[config.mk]
export PLATFORM = sky130hd
export DESIGN_NAME = ebp_top
export DESIGN_NICKNAME = d
export VERILOG_FILES = /design/src/core/ebp_pkg.sv /design/src/core/ebp_engine.sv /design/src/core/ebp_top.sv
export SDC_FILE = /design/constraint.sdc
export NUM_CORES = 1
export LEC_CHECK = 0
export BUFFER_PORTS_ARGS = -buffer_cell sky130_fd_sc_hd__clkbuf_2
export CORE_UTILIZATION = 40
export CTS_BUF_LIST = sky130_fd_sc_hd__clkbuf_8 sky130_fd_sc_hd__clkbuf_16
export DETAILED_ROUTE_END_ITERATION = 12
export GPL_ROUTABILITY_DRIVEN = 0
export HOLD_SLACK_MARGIN = 0.03
export PLACE_DENSITY = 0.6
export SETUP_SLACK_MARGIN = 0.4
export SKIP_CTS_REPAIR_TIMING = 1
export SLEW_MARGIN = 20
export SYNTH_ARGS = -nofsm -noshare
export SYNTH_HDL_FRONTEND = slang
export SYNTH_HIERARCHICAL = 1
export SYNTH_SLANG_ARGS = --single-unit
export TNS_END_PERCENT = 50
[constraint.sdc]
create_clock -name clk -period 4.6 [get_ports clk]
set_input_delay 0.92 -clock clk [delete_from_list [all_inputs] [get_ports clk]]
set_output_delay 0.92 -clock clk [all_outputs]
set_load 0.005 [all_outputs]
[src/core/ebp_pkg.sv]
// package: constants and types for the eeprom block protection logic
package ebp_pkg;
   localparam int unsigned NUM_BLOCKS      = 4;
   localparam int unsigned BLK_W           = 2;
   localparam int unsigned PW_WORDS        = 3;
   localparam logic [31:0] PW_INVALID      = 32'hffffffff;
   // register offsets (byte addresses)
   localparam logic [7:0]  REG_BLOCK       = 8'h00;
   localparam logic [7:0]  REG_PROT        = 8'h04;
   localparam logic [7:0]  REG_PW          = 8'h08;
   localparam logic [7:0]  REG_UNLOCK      = 8'h0c;
   localparam logic [7:0]  REG_CMD         = 8'h10;
   localparam logic [7:0]  REG_STATUS      = 8'h14;
   localparam logic [7:0]  REG_INT_RAW     = 8'h18;
   localparam logic [7:0]  REG_INT_MASK    = 8'h1c;
   localparam logic [7:0]  REG_INT_MSK_ST  = 8'h20;
   localparam logic [7:0]  REG_INIT        = 8'h24;
   localparam logic [7:0]  REG_CHECK       = 8'h28;
   // protection field
   localparam int unsigned PROT_MODE_LSB   = 0;
   localparam int unsigned PROT_PRIV_BIT   = 3;
   localparam logic [1:0]  MODE_RW_LRO     = 2'h0;
   localparam logic [1:0]  MODE_NA_URW     = 2'h1;
   localparam logic [1:0]  MODE_RO_LNA     = 2'h2;
   localparam logic [3:0]  PROT_RESET      = 4'h0;
   // command bits
   localparam int unsigned CMD_LOCK_BIT    = 0;
   localparam int unsigned CMD_HIDE_BIT    = 1;
   localparam int unsigned CMD_COMMIT_BIT  = 2;
   localparam int unsigned CMD_PROG_BIT    = 3;
   // status bits
   localparam int unsigned ST_WRBUSY_BIT   = 0;
   localparam int unsigned ST_NOPERM_BIT   = 1;
   localparam int unsigned ST_COPY_BIT     = 2;
   localparam int unsigned ST_ERASE_BIT    = 3;
   localparam int unsigned ST_WORK_BIT     = 4;
   // check register: bit0 set checks write, bit0 clear checks read, bits 1:0 result
   localparam int unsigned CHK_WR_BIT      = 0;
   // engine phase lengths in cycles
   localparam logic [7:0]  COPY_CYCLES     = 8'h10;
   localparam logic [7:0]  ERASE_CYCLES    = 8'h08;
   localparam logic [7:0]  WRITE_CYCLES    = 8'h10;
   typedef enum logic [1:0] {ENG_IDLE, ENG_COPY, ENG_ERASE, ENG_WRITE} ebp_eng_t;
endpackage : ebp_pkg

[src/core/ebp_engine.sv]
// programming engine sequencer: copy, erase and write phases
`timescale 1ns/100ps
`default_nettype none
module ebp_engine
   import ebp_pkg::*;
(
   input  wire logic clk,
   input  wire logic rst_n,
   input  wire logic start,
   output logic      busy,
   output logic      copying,
   output logic      erasing,
   output logic      done
);
   ebp_eng_t   state_q, state_d;
   logic [7:0] cnt_q, cnt_d;
   logic       last;

   assign last    = (cnt_q == 8'h01);
   assign busy    = (state_q != ENG_IDLE);
   assign copying = (state_q == ENG_COPY);
   assign erasing = (state_q == ENG_ERASE);
   assign done    = (state_q == ENG_WRITE) && last;

   always_comb begin
      state_d = state_q;
      cnt_d   = cnt_q - 8'h01;
      unique case (state_q)
         ENG_IDLE: begin
            cnt_d = cnt_q;
            if (start) begin
               state_d = ENG_COPY;
               cnt_d   = COPY_CYCLES;
            end
         end
         ENG_COPY: if (last) begin
            state_d = ENG_ERASE;
            cnt_d   = ERASE_CYCLES;
         end
         ENG_ERASE: if (last) begin
            state_d = ENG_WRITE;
            cnt_d   = WRITE_CYCLES;
         end
         ENG_WRITE: if (last) begin
            state_d = ENG_IDLE;
         end
      endcase
   end

   always_ff @(posedge clk or negedge rst_n) begin
      if (!rst_n) begin
         state_q <= ENG_IDLE;
         cnt_q   <= 8'h00;
      end else begin
         state_q <= state_d;
         cnt_q   <= cnt_d;
      end
   end
endmodule : ebp_engine
`default_nettype wire

[src/core/ebp_top.sv]
// eeprom block protection: access checks, passwords, status and program interrupt
`timescale 1ns/100ps
`default_nettype none
module ebp_top
   import ebp_pkg::*;
#(
   parameter int unsigned NBLK = NUM_BLOCKS
)(
   input  wire logic        clk,
   input  wire logic        rst_n,
   input  wire logic [7:0]  addr,
   input  wire logic [31:0] wdata,
   input  wire logic        wr,
   input  wire logic        rd,
   input  wire logic        priv,
   input  wire logic        init_fail,
   output logic [31:0]      rdata,
   output logic             irq
);
   import ebp_pkg::*;

   localparam int unsigned BW = $clog2(NBLK);

   logic [BW-1:0]  sel_q;
   logic [3:0]     prot_q   [NBLK];
   logic [31:0]    pw_q     [NBLK][PW_WORDS];
   logic [31:0]    stage_q  [PW_WORDS];
   logic [1:0]     stage_n_q;
   logic [NBLK-1:0] pw_set_q, locked_q, hidden_q, prot_set_q;
   logic           noperm_q, wrbusy_q, int_raw_q, int_en_q, init_err_q, init_done_q;
   logic [1:0]     chk_res_q;
   logic [31:0]    rdata_q;
   logic           irq_q;
   logic           eng_busy, eng_copy, eng_erase, eng_done;

   // per-block effective protection, used only by the check port; register gating uses reg_ok
   function automatic logic [1:0] allow(input logic [3:0] p, input logic has_pw, input logic lk,
                                         input logic pv, input logic hid);
      logic r, w;
      r = 1'b0;
      w = 1'b0;
      unique case (p[1:0])
         MODE_RW_LRO: begin r = 1'b1; w = !(has_pw && lk); end
         MODE_NA_URW: begin r = has_pw && !lk; w = has_pw && !lk; end
         default:     begin r = !(has_pw && lk); w = 1'b0; end
      endcase
      if ((p[PROT_PRIV_BIT] && !pv) || hid) begin
         r = 1'b0;
         w = 1'b0;
      end
      return {w, r};
   endfunction : allow

   wire          g0_lock  = pw_set_q[0] && locked_q[0];
   wire          sel_nz   = (sel_q != '0);
   // blocks above 0 combine their flags with block 0
   wire [3:0]    prot_eff = sel_nz ? (prot_q[sel_q] | prot_q[0]) : prot_q[sel_q];
   wire [1:0]    acc_raw  = allow(prot_eff, pw_set_q[sel_q], locked_q[sel_q], priv, hidden_q[sel_q]);
   wire          gated    = sel_nz && g0_lock;
   wire [1:0]    acc      = gated ? 2'b00 : acc_raw;
   wire          reg_ok   = !gated && !hidden_q[sel_q];
   wire          eng_ok   = !eng_busy;
   wire [31:0]   wd       = wdata;
   wire          pw_word_ok = (wd != PW_INVALID);
   // unused slots hold all ones, so a short unlock never matches a longer password
   wire          pw_match = (stage_n_q != 2'h0) && (stage_q[0] == pw_q[sel_q][0]) &&
                            (pw_q[sel_q][1] == ((stage_n_q > 2'h1) ? stage_q[1] : PW_INVALID)) &&
                            (pw_q[sel_q][2] == ((stage_n_q > 2'h2) ? stage_q[2] : PW_INVALID));
   wire          commit_ok = reg_ok && eng_ok && !pw_set_q[sel_q] && (stage_n_q != 2'h0);
   wire          is_wr_chk = wr && addr == REG_CHECK && wd[CHK_WR_BIT];
   wire          is_rd_chk = wr && addr == REG_CHECK && !wd[CHK_WR_BIT];
   wire          do_prog  = wr && addr == REG_CMD && wd[CMD_PROG_BIT] && eng_ok;
   wire          do_prot  = wr && addr == REG_PROT && reg_ok && eng_ok && !prot_set_q[sel_q];
   wire          do_commit = wr && addr == REG_CMD && wd[CMD_COMMIT_BIT];
   wire          deny_wr  = (is_wr_chk && !acc[1]) || (do_commit && !commit_ok) ||
                            (wr && addr == REG_PROT && !do_prot);
   wire          rd_busy  = is_rd_chk && eng_busy;
   wire          blk_shut = pw_set_q[sel_q] && locked_q[sel_q];
   wire          blk_open = pw_set_q[sel_q] && !locked_q[sel_q];
   wire          chk_open = wr && addr == REG_CHECK && !gated && !hidden_q[sel_q] &&
                            (priv || !prot_eff[PROT_PRIV_BIT]);

   ebp_engine u_engine (
      .clk     (clk),
      .rst_n   (rst_n),
      .start   (do_prog || (do_commit && commit_ok) || do_prot),
      .busy    (eng_busy),
      .copying (eng_copy),
      .erasing (eng_erase),
      .done    (eng_done)
   );

   wire [31:0] status_w = (32'(wrbusy_q) << ST_WRBUSY_BIT) | (32'(noperm_q) << ST_NOPERM_BIT) |
                          (32'(eng_copy) << ST_COPY_BIT) | (32'(eng_erase) << ST_ERASE_BIT) |
                          (32'(eng_busy) << ST_WORK_BIT);

   always_ff @(posedge clk or negedge rst_n) begin
      if (!rst_n) begin
         sel_q     <= '0;
         stage_n_q <= 2'h0;
         chk_res_q <= 2'h0;
         noperm_q  <= 1'b0;
         wrbusy_q  <= 1'b0;
         int_raw_q <= 1'b0;
         int_en_q  <= 1'b0;
         init_err_q  <= 1'b0;
         init_done_q <= 1'b0;
         rdata_q   <= 32'h0;
         irq_q     <= 1'b0;
         pw_set_q  <= '0;
         locked_q  <= '0;
         hidden_q  <= '0;
         prot_set_q <= '0;
         for (int i = 0; i < int'(PW_WORDS); i++) stage_q[i] <= 32'h0;
         for (int b = 0; b < int'(NBLK); b++) begin
            prot_q[b] <= PROT_RESET;
            for (int i = 0; i < int'(PW_WORDS); i++) pw_q[b][i] <= 32'h0;
         end
      end else begin
         // init outcome latched once after reset release
         if (!init_done_q) begin
            init_done_q <= 1'b1;
            init_err_q  <= init_fail;
         end
         if (wr && addr == REG_BLOCK) sel_q <= wd[BW-1:0];
         if (wr && addr == REG_PW && reg_ok) begin
            if (pw_word_ok && stage_n_q < 2'(PW_WORDS)) begin
               stage_q[stage_n_q] <= wd;
               stage_n_q <= stage_n_q + 2'h1;
            end
         end
         if (do_prot) begin
            prot_q[sel_q]     <= wd[3:0];
            prot_set_q[sel_q] <= 1'b1;
         end
         if (do_commit) begin
            stage_n_q <= 2'h0;
            if (commit_ok) begin
               for (int i = 0; i < int'(PW_WORDS); i++)
                  pw_q[sel_q][i] <= (i < int'(stage_n_q)) ? stage_q[i] : PW_INVALID;
               pw_set_q[sel_q] <= 1'b1;
               locked_q[sel_q] <= 1'b0;
            end
         end
         if (wr && addr == REG_UNLOCK && !gated) begin
            stage_n_q <= 2'h0;
            if (pw_set_q[sel_q] && pw_match) locked_q[sel_q] <= 1'b0;
         end
         if (wr && addr == REG_CMD && wd[CMD_LOCK_BIT] && (reg_ok || sel_q == '0)) begin
            if (sel_q == '0) locked_q <= pw_set_q; // locking block 0 relocks all passworded blocks
            else locked_q[sel_q] <= pw_set_q[sel_q];
         end
         if (wr && addr == REG_CMD && wd[CMD_HIDE_BIT] && sel_nz && reg_ok) hidden_q[sel_q] <= 1'b1;
         if (wr && addr == REG_CHECK) chk_res_q <= acc;
         // flags: set wins over a same-cycle clear by a status or REG_INT_RAW write
         if (deny_wr) noperm_q <= 1'b1;
         else if (wr && addr == REG_STATUS && wd[ST_NOPERM_BIT]) noperm_q <= 1'b0;
         if (rd_busy) wrbusy_q <= 1'b1;
         else if (wr && addr == REG_STATUS && wd[ST_WRBUSY_BIT]) wrbusy_q <= 1'b0;
         if (eng_done) int_raw_q <= 1'b1;
         else if (wr && addr == REG_INT_RAW && wd[0]) int_raw_q <= 1'b0;
         if (wr && addr == REG_INT_MASK) int_en_q <= wd[0];
         irq_q <= int_raw_q && int_en_q;
         if (rd) begin
            unique case (addr)
               REG_BLOCK:      rdata_q <= 32'(sel_q);
               REG_PROT:       rdata_q <= reg_ok ? 32'(prot_q[sel_q]) : 32'h0;
               REG_UNLOCK:     rdata_q <= 32'(!(pw_set_q[sel_q] && locked_q[sel_q]));
               REG_STATUS:     rdata_q <= status_w;
               REG_INT_RAW:    rdata_q <= 32'(int_raw_q);
               REG_INT_MASK:   rdata_q <= 32'(int_en_q);
               REG_INT_MSK_ST: rdata_q <= 32'(int_raw_q && int_en_q);
               REG_INIT:       rdata_q <= 32'(init_err_q);
               REG_CHECK:      rdata_q <= 32'(chk_res_q);
               default:        rdata_q <= 32'h0;
            endcase
         end else begin
            rdata_q <= 32'h0;
         end
      end
   end

   assign rdata = rdata_q;
   assign irq   = irq_q;

   property p_gate0;
      @(posedge clk) disable iff (!rst_n) (wr && addr == REG_CHECK && sel_nz && g0_lock) |=> chk_res_q == 2'b00;
   endproperty
   a_gate0: assert property (p_gate0) else $error("locked block 0 did not gate access");
   property p_deny;
      @(posedge clk) disable iff (!rst_n) (is_wr_chk && !acc[1]) |=> noperm_q;
   endproperty
   a_deny: assert property (p_deny) else $error("refused write did not set denied flag");
   property p_wrbusy;
      @(posedge clk) disable iff (!rst_n) rd_busy |=> wrbusy_q;
   endproperty
   a_wrbusy: assert property (p_wrbusy) else $error("read during write not flagged");
   property p_hide;
      @(posedge clk) disable iff (!rst_n) (hidden_q[sel_q] && is_rd_chk) |=> chk_res_q == 2'b00;
   endproperty
   a_hide: assert property (p_hide) else $error("hidden block accessible");
   property p_priv;
      @(posedge clk) disable iff (!rst_n) (wr && addr == REG_CHECK && prot_eff[PROT_PRIV_BIT] && !priv)
         |=> chk_res_q == 2'b00;
   endproperty
   a_priv: assert property (p_priv) else $error("user access passed privileged block");
   property p_nomatch;
      @(posedge clk) disable iff (!rst_n) (wr && addr == REG_UNLOCK && !pw_match && locked_q[sel_q])
         |=> locked_q[$past(sel_q)];
   endproperty
   a_nomatch: assert property (p_nomatch) else $error("wrong password unlocked block");
   property p_irq;
      @(posedge clk) disable iff (!rst_n) (eng_done && int_en_q) |=> ##1 irq;
   endproperty
   a_irq: assert property (p_irq) else $error("program interrupt missing");
   property p_work;
      @(posedge clk) disable iff (!rst_n) (rd && addr == REG_STATUS && eng_busy) |=> rdata[ST_WORK_BIT];
   endproperty
   a_work: assert property (p_work) else $error("working bit not shown");
   property p_mode_rw;
      @(posedge clk) disable iff (!rst_n) (chk_open && prot_eff[1:0] == MODE_RW_LRO)
         |=> chk_res_q[0] && (chk_res_q[1] == !$past(blk_shut));
   endproperty
   a_mode_rw: assert property (p_mode_rw) else $error("rw/locked-ro policy wrong");
   property p_mode_na;
      @(posedge clk) disable iff (!rst_n) (chk_open && prot_eff[1:0] == MODE_NA_URW)
         |=> chk_res_q == {2{$past(blk_open)}};
   endproperty
   a_mode_na: assert property (p_mode_na) else $error("noaccess/unlocked-rw policy wrong");
   property p_mode_ro;
      @(posedge clk) disable iff (!rst_n) (chk_open && prot_eff[1:0] == MODE_RO_LNA)
         |=> !chk_res_q[1] && (chk_res_q[0] == !$past(blk_shut));
   endproperty
   a_mode_ro: assert property (p_mode_ro) else $error("ro/locked-noaccess policy wrong");
   property p_or0;
      @(posedge clk) disable iff (!rst_n) (wr && addr == REG_CHECK && sel_nz && prot_q[0][1:0] == MODE_RO_LNA)
         |=> !chk_res_q[1];
   endproperty
   a_or0: assert property (p_or0) else $error("block 0 flags not combined");
   property p_unlock;
      @(posedge clk) disable iff (!rst_n) (wr && addr == REG_UNLOCK && !gated && pw_set_q[sel_q] && pw_match)
         |=> !locked_q[$past(sel_q)];
   endproperty
   a_unlock: assert property (p_unlock) else $error("matching password did not unlock");
   property p_pw_once;
      @(posedge clk) disable iff (!rst_n) (do_commit && pw_set_q[sel_q]) |=> noperm_q;
   endproperty
   a_pw_once: assert property (p_pw_once) else $error("second password not refused");
   property p_pw_skip;
      @(posedge clk) disable iff (!rst_n) (wr && addr == REG_PW && wdata == PW_INVALID)
         |=> stage_n_q == $past(stage_n_q);
   endproperty
   a_pw_skip: assert property (p_pw_skip) else $error("all-ones password word was staged");
   property p_init;
      @(posedge clk) disable iff (!rst_n) $rose(init_done_q) |-> init_err_q == $past(init_fail);
   endproperty
   a_init: assert property (p_init) else $error("init outcome not captured");
   property p_phase;
      @(posedge clk) disable iff (!rst_n) (rd && addr == REG_STATUS)
         |=> (rdata[ST_COPY_BIT] == $past(eng_copy)) && (rdata[ST_ERASE_BIT] == $past(eng_erase));
   endproperty
   a_phase: assert property (p_phase) else $error("copy or erase bit not shown");
   property p_busy_wr;
      @(posedge clk) disable iff (!rst_n) (eng_busy && wr && addr == REG_PROT) |=> noperm_q;
   endproperty
   a_busy_wr: assert property (p_busy_wr) else $error("write accepted while engine busy");
   property p_int_clr;
      @(posedge clk) disable iff (!rst_n) (wr && addr == REG_INT_RAW && wdata[0] && !eng_done)
         |=> !int_raw_q;
   endproperty
   a_int_clr: assert property (p_int_clr) else $error("program interrupt not cleared");
   property p_int_off;
      @(posedge clk) disable iff (!rst_n) !int_en_q |=> !irq;
   endproperty
   a_int_off: assert property (p_int_off) else $error("disabled interrupt raised");
   property p_hide_keep;
      @(posedge clk) disable iff (!rst_n) hidden_q[sel_q] |=> hidden_q[$past(sel_q)];
   endproperty
   a_hide_keep: assert property (p_hide_keep) else $error("hidden block came back");
   property p_sel;
      @(posedge clk) disable iff (!rst_n) (wr && addr == REG_BLOCK) |=> sel_q == $past(wdata[BW-1:0]);
   endproperty
   a_sel: assert property (p_sel) else $error("block select not taken");
   property p_gate_reg;
      @(posedge clk) disable iff (!rst_n) (rd && addr == REG_PROT && gated) |=> rdata == 32'h0;
   endproperty
   a_gate_reg: assert property (p_gate_reg) else $error("locked block 0 exposed block registers");
endmodule : ebp_top
`default_nettype wire

==> results <==
- The count of boundary I/O pins is 79.
- The static power due to leakage is between 10 and 15 nW.
- The final core utilization is a little under half.
- The dominant synthesized flop cell is dfrtp_1.
- The met3 track demand over resource is approximately 5.4%.
- The final hold violation count is 0.
- After synthesis, flip-flops and latches occupy about half of the total area.
- The fraction of final layout cells with drive strength greater than 1 is 16.3%.
- The maximum ir drop on the vdd rail is just under 300 uV.
- The number of endpoints failing setup at the final stage is 0.
- The worst pin sits at a relative slew slack of a little over 30%.
- The number of DRC violations after detailed routing is 0.
- The detail-routed net length per standard cell is between 20 and 25 um.
- The worst-case hold slack is around 0.37 ns.
- Internal power comes to 7.77 mW.
- The number of optimization iterations in the first detailed-route pass is 6.
- The starting density of the core is about two fifths.
- Data on the critical path is required at its endpoint by just over 5 ns.
- The worst setup path is captured at a register.
- The clock root buffer master is clkbuf_16.
- Dividing the detail-routed via count by the number of cells gives around 5.8.
- The worst path uses 87.6% of the clock period.
- For this block, the routed nets add up to 81000 um of wire.
- The count of mapped cells out of synthesis is roughly 2500.
- Counting both buffers and inverters, the worst setup path holds a total of 2.
- The clock tree skew after final layout is around 0.024 ns.
- Buffers inserted during clock tree synthesis total 56.
- Based on the critical path, the design can be clocked at up to 248 MHz.
- The actual transition at the worst max-transition pin is just over 1 ns.
- The count of yosys warnings during synthesis is 6.
- After filler insertion, the fill cell instance count of the layout stands at 6036.
- After synthesis, the mean cell area works out to about 10 um2.
- The library cell used most frequently in the layout, excluding fill and tap cells, is dfrtp_1.
- The sequential cells in the finished layout cover a total of 13500 um2.
- The first global-routing pass estimated roughly 120000 um of wire.
- The category of cells accounting for the largest share of critical-path delay is simple AND/OR/NAND/NOR gates.
- For this run, the slowest stage of the critical path takes between 0.8 and 0.9 ns.
- The die covers 66500 um2.
- After global routing, the most crowded layer is met2.
- The max-slew violation count is 0.
- The standard-cell row count is between 90 and 100.
- No sink is reached through more buffers than the 3 on the longest clock path.
- The number of nets still failing antenna checks after routing is 0.
- The path class of the tightest hold or removal check is register to register.
- Global routing consumed, on the met1 layer, 33.5% of the routing resources.
- The clock sink total is 540.
- Traced cell by cell, the critical path runs through buf_12, buf_4, mux2_2, nand2_1, o21ai_0, a222oi_1, and4b_1, nand4_1, nor4_1, nor2_1.
- Max-cap violations in this run came to 0.
- The worst setup path is launched from a register.
- The floorplan step set the die height to 258 um.
- In this run, the clock network consumes a little under half of the power.
- After floorplanning, the core was sized to cover about 65000 um2.
- The post-synthesis sequential element count is between 500 and 600.
- The initial antenna violation count came to 3.
- The synthesis-to-layout area growth is 12.0%.
- The via count of the first global-routing pass is 19400.
- Of all nets on the critical path, the largest fanout is 39.
- The largest individual stage delay along the critical path comes from the cell dfrtp_4.
- The die boundary width is roughly 260 um.
- 0 antenna diodes ended up in the layout.
- For this run, global-route usage on met2 was measured as around 38%.
- Entering global routing, the biggest net connects approximately 140 pins.
- The critical path is of the register to register type.
- The share of total power dissipated in combinational logic is approximately 4.6%.
- The H-tree depth is 2.
- The smallest clock period supported by the final layout is computed as between 4 and 5 ns.
- The starting DRC count in detailed routing is between 2000 and 2500.
- The net count of the finished layout is about 2600.
- The cell area after synthesis is approximately 26000 um2.
- After clock tree synthesis, the clock-pin slew on the worst setup and hold paths is around 0.060 ns.
- The critical path arrival is between 4 and 5 ns.
- For the worst-skew pair, the clock arrives at the later sink with an insertion delay of approximately 0.64 ns.
- The run finished with clean final reports.
- Detailed routing inserted a total of 19900 vias.
- The multi-input combinational cells in the finished layout cover a total of roughly 12000 um2.
- Summed over all layers, the global routing overflow is 0.
- Setup repair after global routing left no endpoint under its margin.
- The sum of net half-perimeters after detailed placement is roughly 55000 um.
- The switching power as a share of total power is 23.2%.
- For this design the ratio of total power to cell area is around 350 nW/um2.
- The aggregate global-route resource usage is between 20% and 30%.
- The CTS tree is done.
- Buffers placed on the I/O ports in this run total 51.
- In the final timing run, aggregate negative setup slack is 0 ns.
- The async set or reset register ratio after synthesis is 100%.
- The distinct cell type count of the synthesized netlist is 80.
- Sequential cells account for a little under half of the total power.
- In this run the power spent charging and discharging nets is around 2.4 mW.
- Leaving out fill and tap cells, the most frequent cells in the layout are 538 x dfrtp_1, 444 x nand2_1, 385 x o21ai_1.
- The number of enable flip-flop cells after synthesis is 0.
## worst reg2reg max path: stages (launching register included)
cell      delay, ns
dfrtp_4        0.87
buf_12         0.35
buf_4          0.27
mux2_2         0.42
nand2_1        0.09
o21ai_0        0.09
a222oi_1       0.76
and4b_1        0.33
nand4_1        0.25
nor4_1         0.37
nor2_1         0.09
## layout make-up
class / count / area share [%]
clock buffer: 68 / 5.34
clock inverter: 35 / 1.36
inverter: 22 / 0.282
multi-input combinational: 1805 / 40.0
sequential: 540 / 46.1
tap: 855 / 3.65
timing repair buffer: 105 / 3.23
## flip-flops by register name (all words and copies together) (netlist names), 2 cells and up
name and count:
chk_res_q 2, hidden_q 4, locked_q 4, prot_q 16, prot_set_q 4, pw_q 384
pw_set_q 4, rdata 5, sel_q 2, stage_n_q 2, stage_q 96, u_engine/cnt_q 8
u_engine/state_q 2
## cell families (layout without fill, tap and decap cells)
group	count (synthesis)	count (layout)	share of synthesized area, %
adders and majority gates	13	13	0.621
other	2	28	0.0287
DFF	540	540	51.6
buffers and inverters	216	230	4.10
AOI/OAI and AO/OA	619	619	14.0
xor gates and xnor gates	43	43	1.44
muxes	314	314	14.5
and+or+nand+nor	788	788	13.7
## cell usage after synthesis (11+ instances only)
cell | n | area (um2)
dfrtp_1 | 540 | 13500
nand2_1 | 450 | 1690
o21ai_1 | 385 | 1930
mux2_2 | 151 | 1700
mux2i_1 | 121 | 1210
nor2_1 | 100 | 375
clkbuf_1 | 74 | 278
nor2b_1 | 50 | 313
buf_4 | 46 | 345
nand2b_1 | 42 | 263
mux4_2 | 37 | 833
buf_2 | 36 | 180
a21oi_1 | 34 | 170
buf_1 | 32 | 120
o21ai_0 | 29 | 145
nand3_1 | 27 | 135
nor3_1 | 24 | 120
xnor2_1 | 22 | 193
inv_1 | 21 | 78.8
xor2_1 | 21 | 184
o22ai_1 | 18 | 113
nand4_1 | 16 | 100
a22oi_1 | 14 | 105
ha_1 | 13 | 163
nor4_1 | 13 | 81.3
and3_1 | 11 | 68.8
## stage by stage
stage	instances	power, mW	cell area (um2)	setup WS [ns]
2_1_floorplan	2561	5.11	26300	1.16
3_3_place_gp	3327	5.36	27400	0.697
3_5_place_dp	3327	5.37	27400	0.785
4_1_cts	3430	10.2	29300	0.760
5_1_grt	3430	10.4	29300	0.499
6_report	3430	10.1	29300	0.568
## power by group through the flow
stage / registers (mW) / clock network [mW] / logic, mW
6_report: 4.81 / 4.84 / 0.470
5_1_grt: 4.81 / 5.08 / 0.509
3_3_place_gp: 4.90 / 0 / 0.466
2_1_floorplan: 4.87 / 0 / 0.239
3_5_place_dp: 4.90 / 0 / 0.471
4_1_cts: 4.81 / 4.91 / 0.472
## final timing paths
check | startpoint | endpoint | slack (ns) | cells after the start
worst max-delay path | sel_q[1]$_DFFE_PN0P_ | locked_q[1]$_DFF_PN0_ | 0.57 | 10
worst max register to register | sel_q[1]$_DFFE_PN0P_ | locked_q[1]$_DFF_PN0_ | 0.57 | 10
worst min register to register | hidden_q[0]$_DFFE_PN0P_ | hidden_q[0]$_DFFE_PN0P_ | 0.37 | 0
min in group asynchronous | rst_n | stage_q[57]$_DFFE_PN0P_ | 0.40 | 1
worst min-delay path | hidden_q[0]$_DFFE_PN0P_ | hidden_q[0]$_DFFE_PN0P_ | 0.37 | 0
max in group asynchronous | rst_n | pw_q[264]$_DFFE_PN0P_ | 3.22 | 2
## per-layer routing
layer	vias up	wire length, um
li1	9020	-
met1	9942	35000
met2	746	36400
met3	184	6020
met4	4	3580
met5	-	29
(Power assumes the default switching activity.)
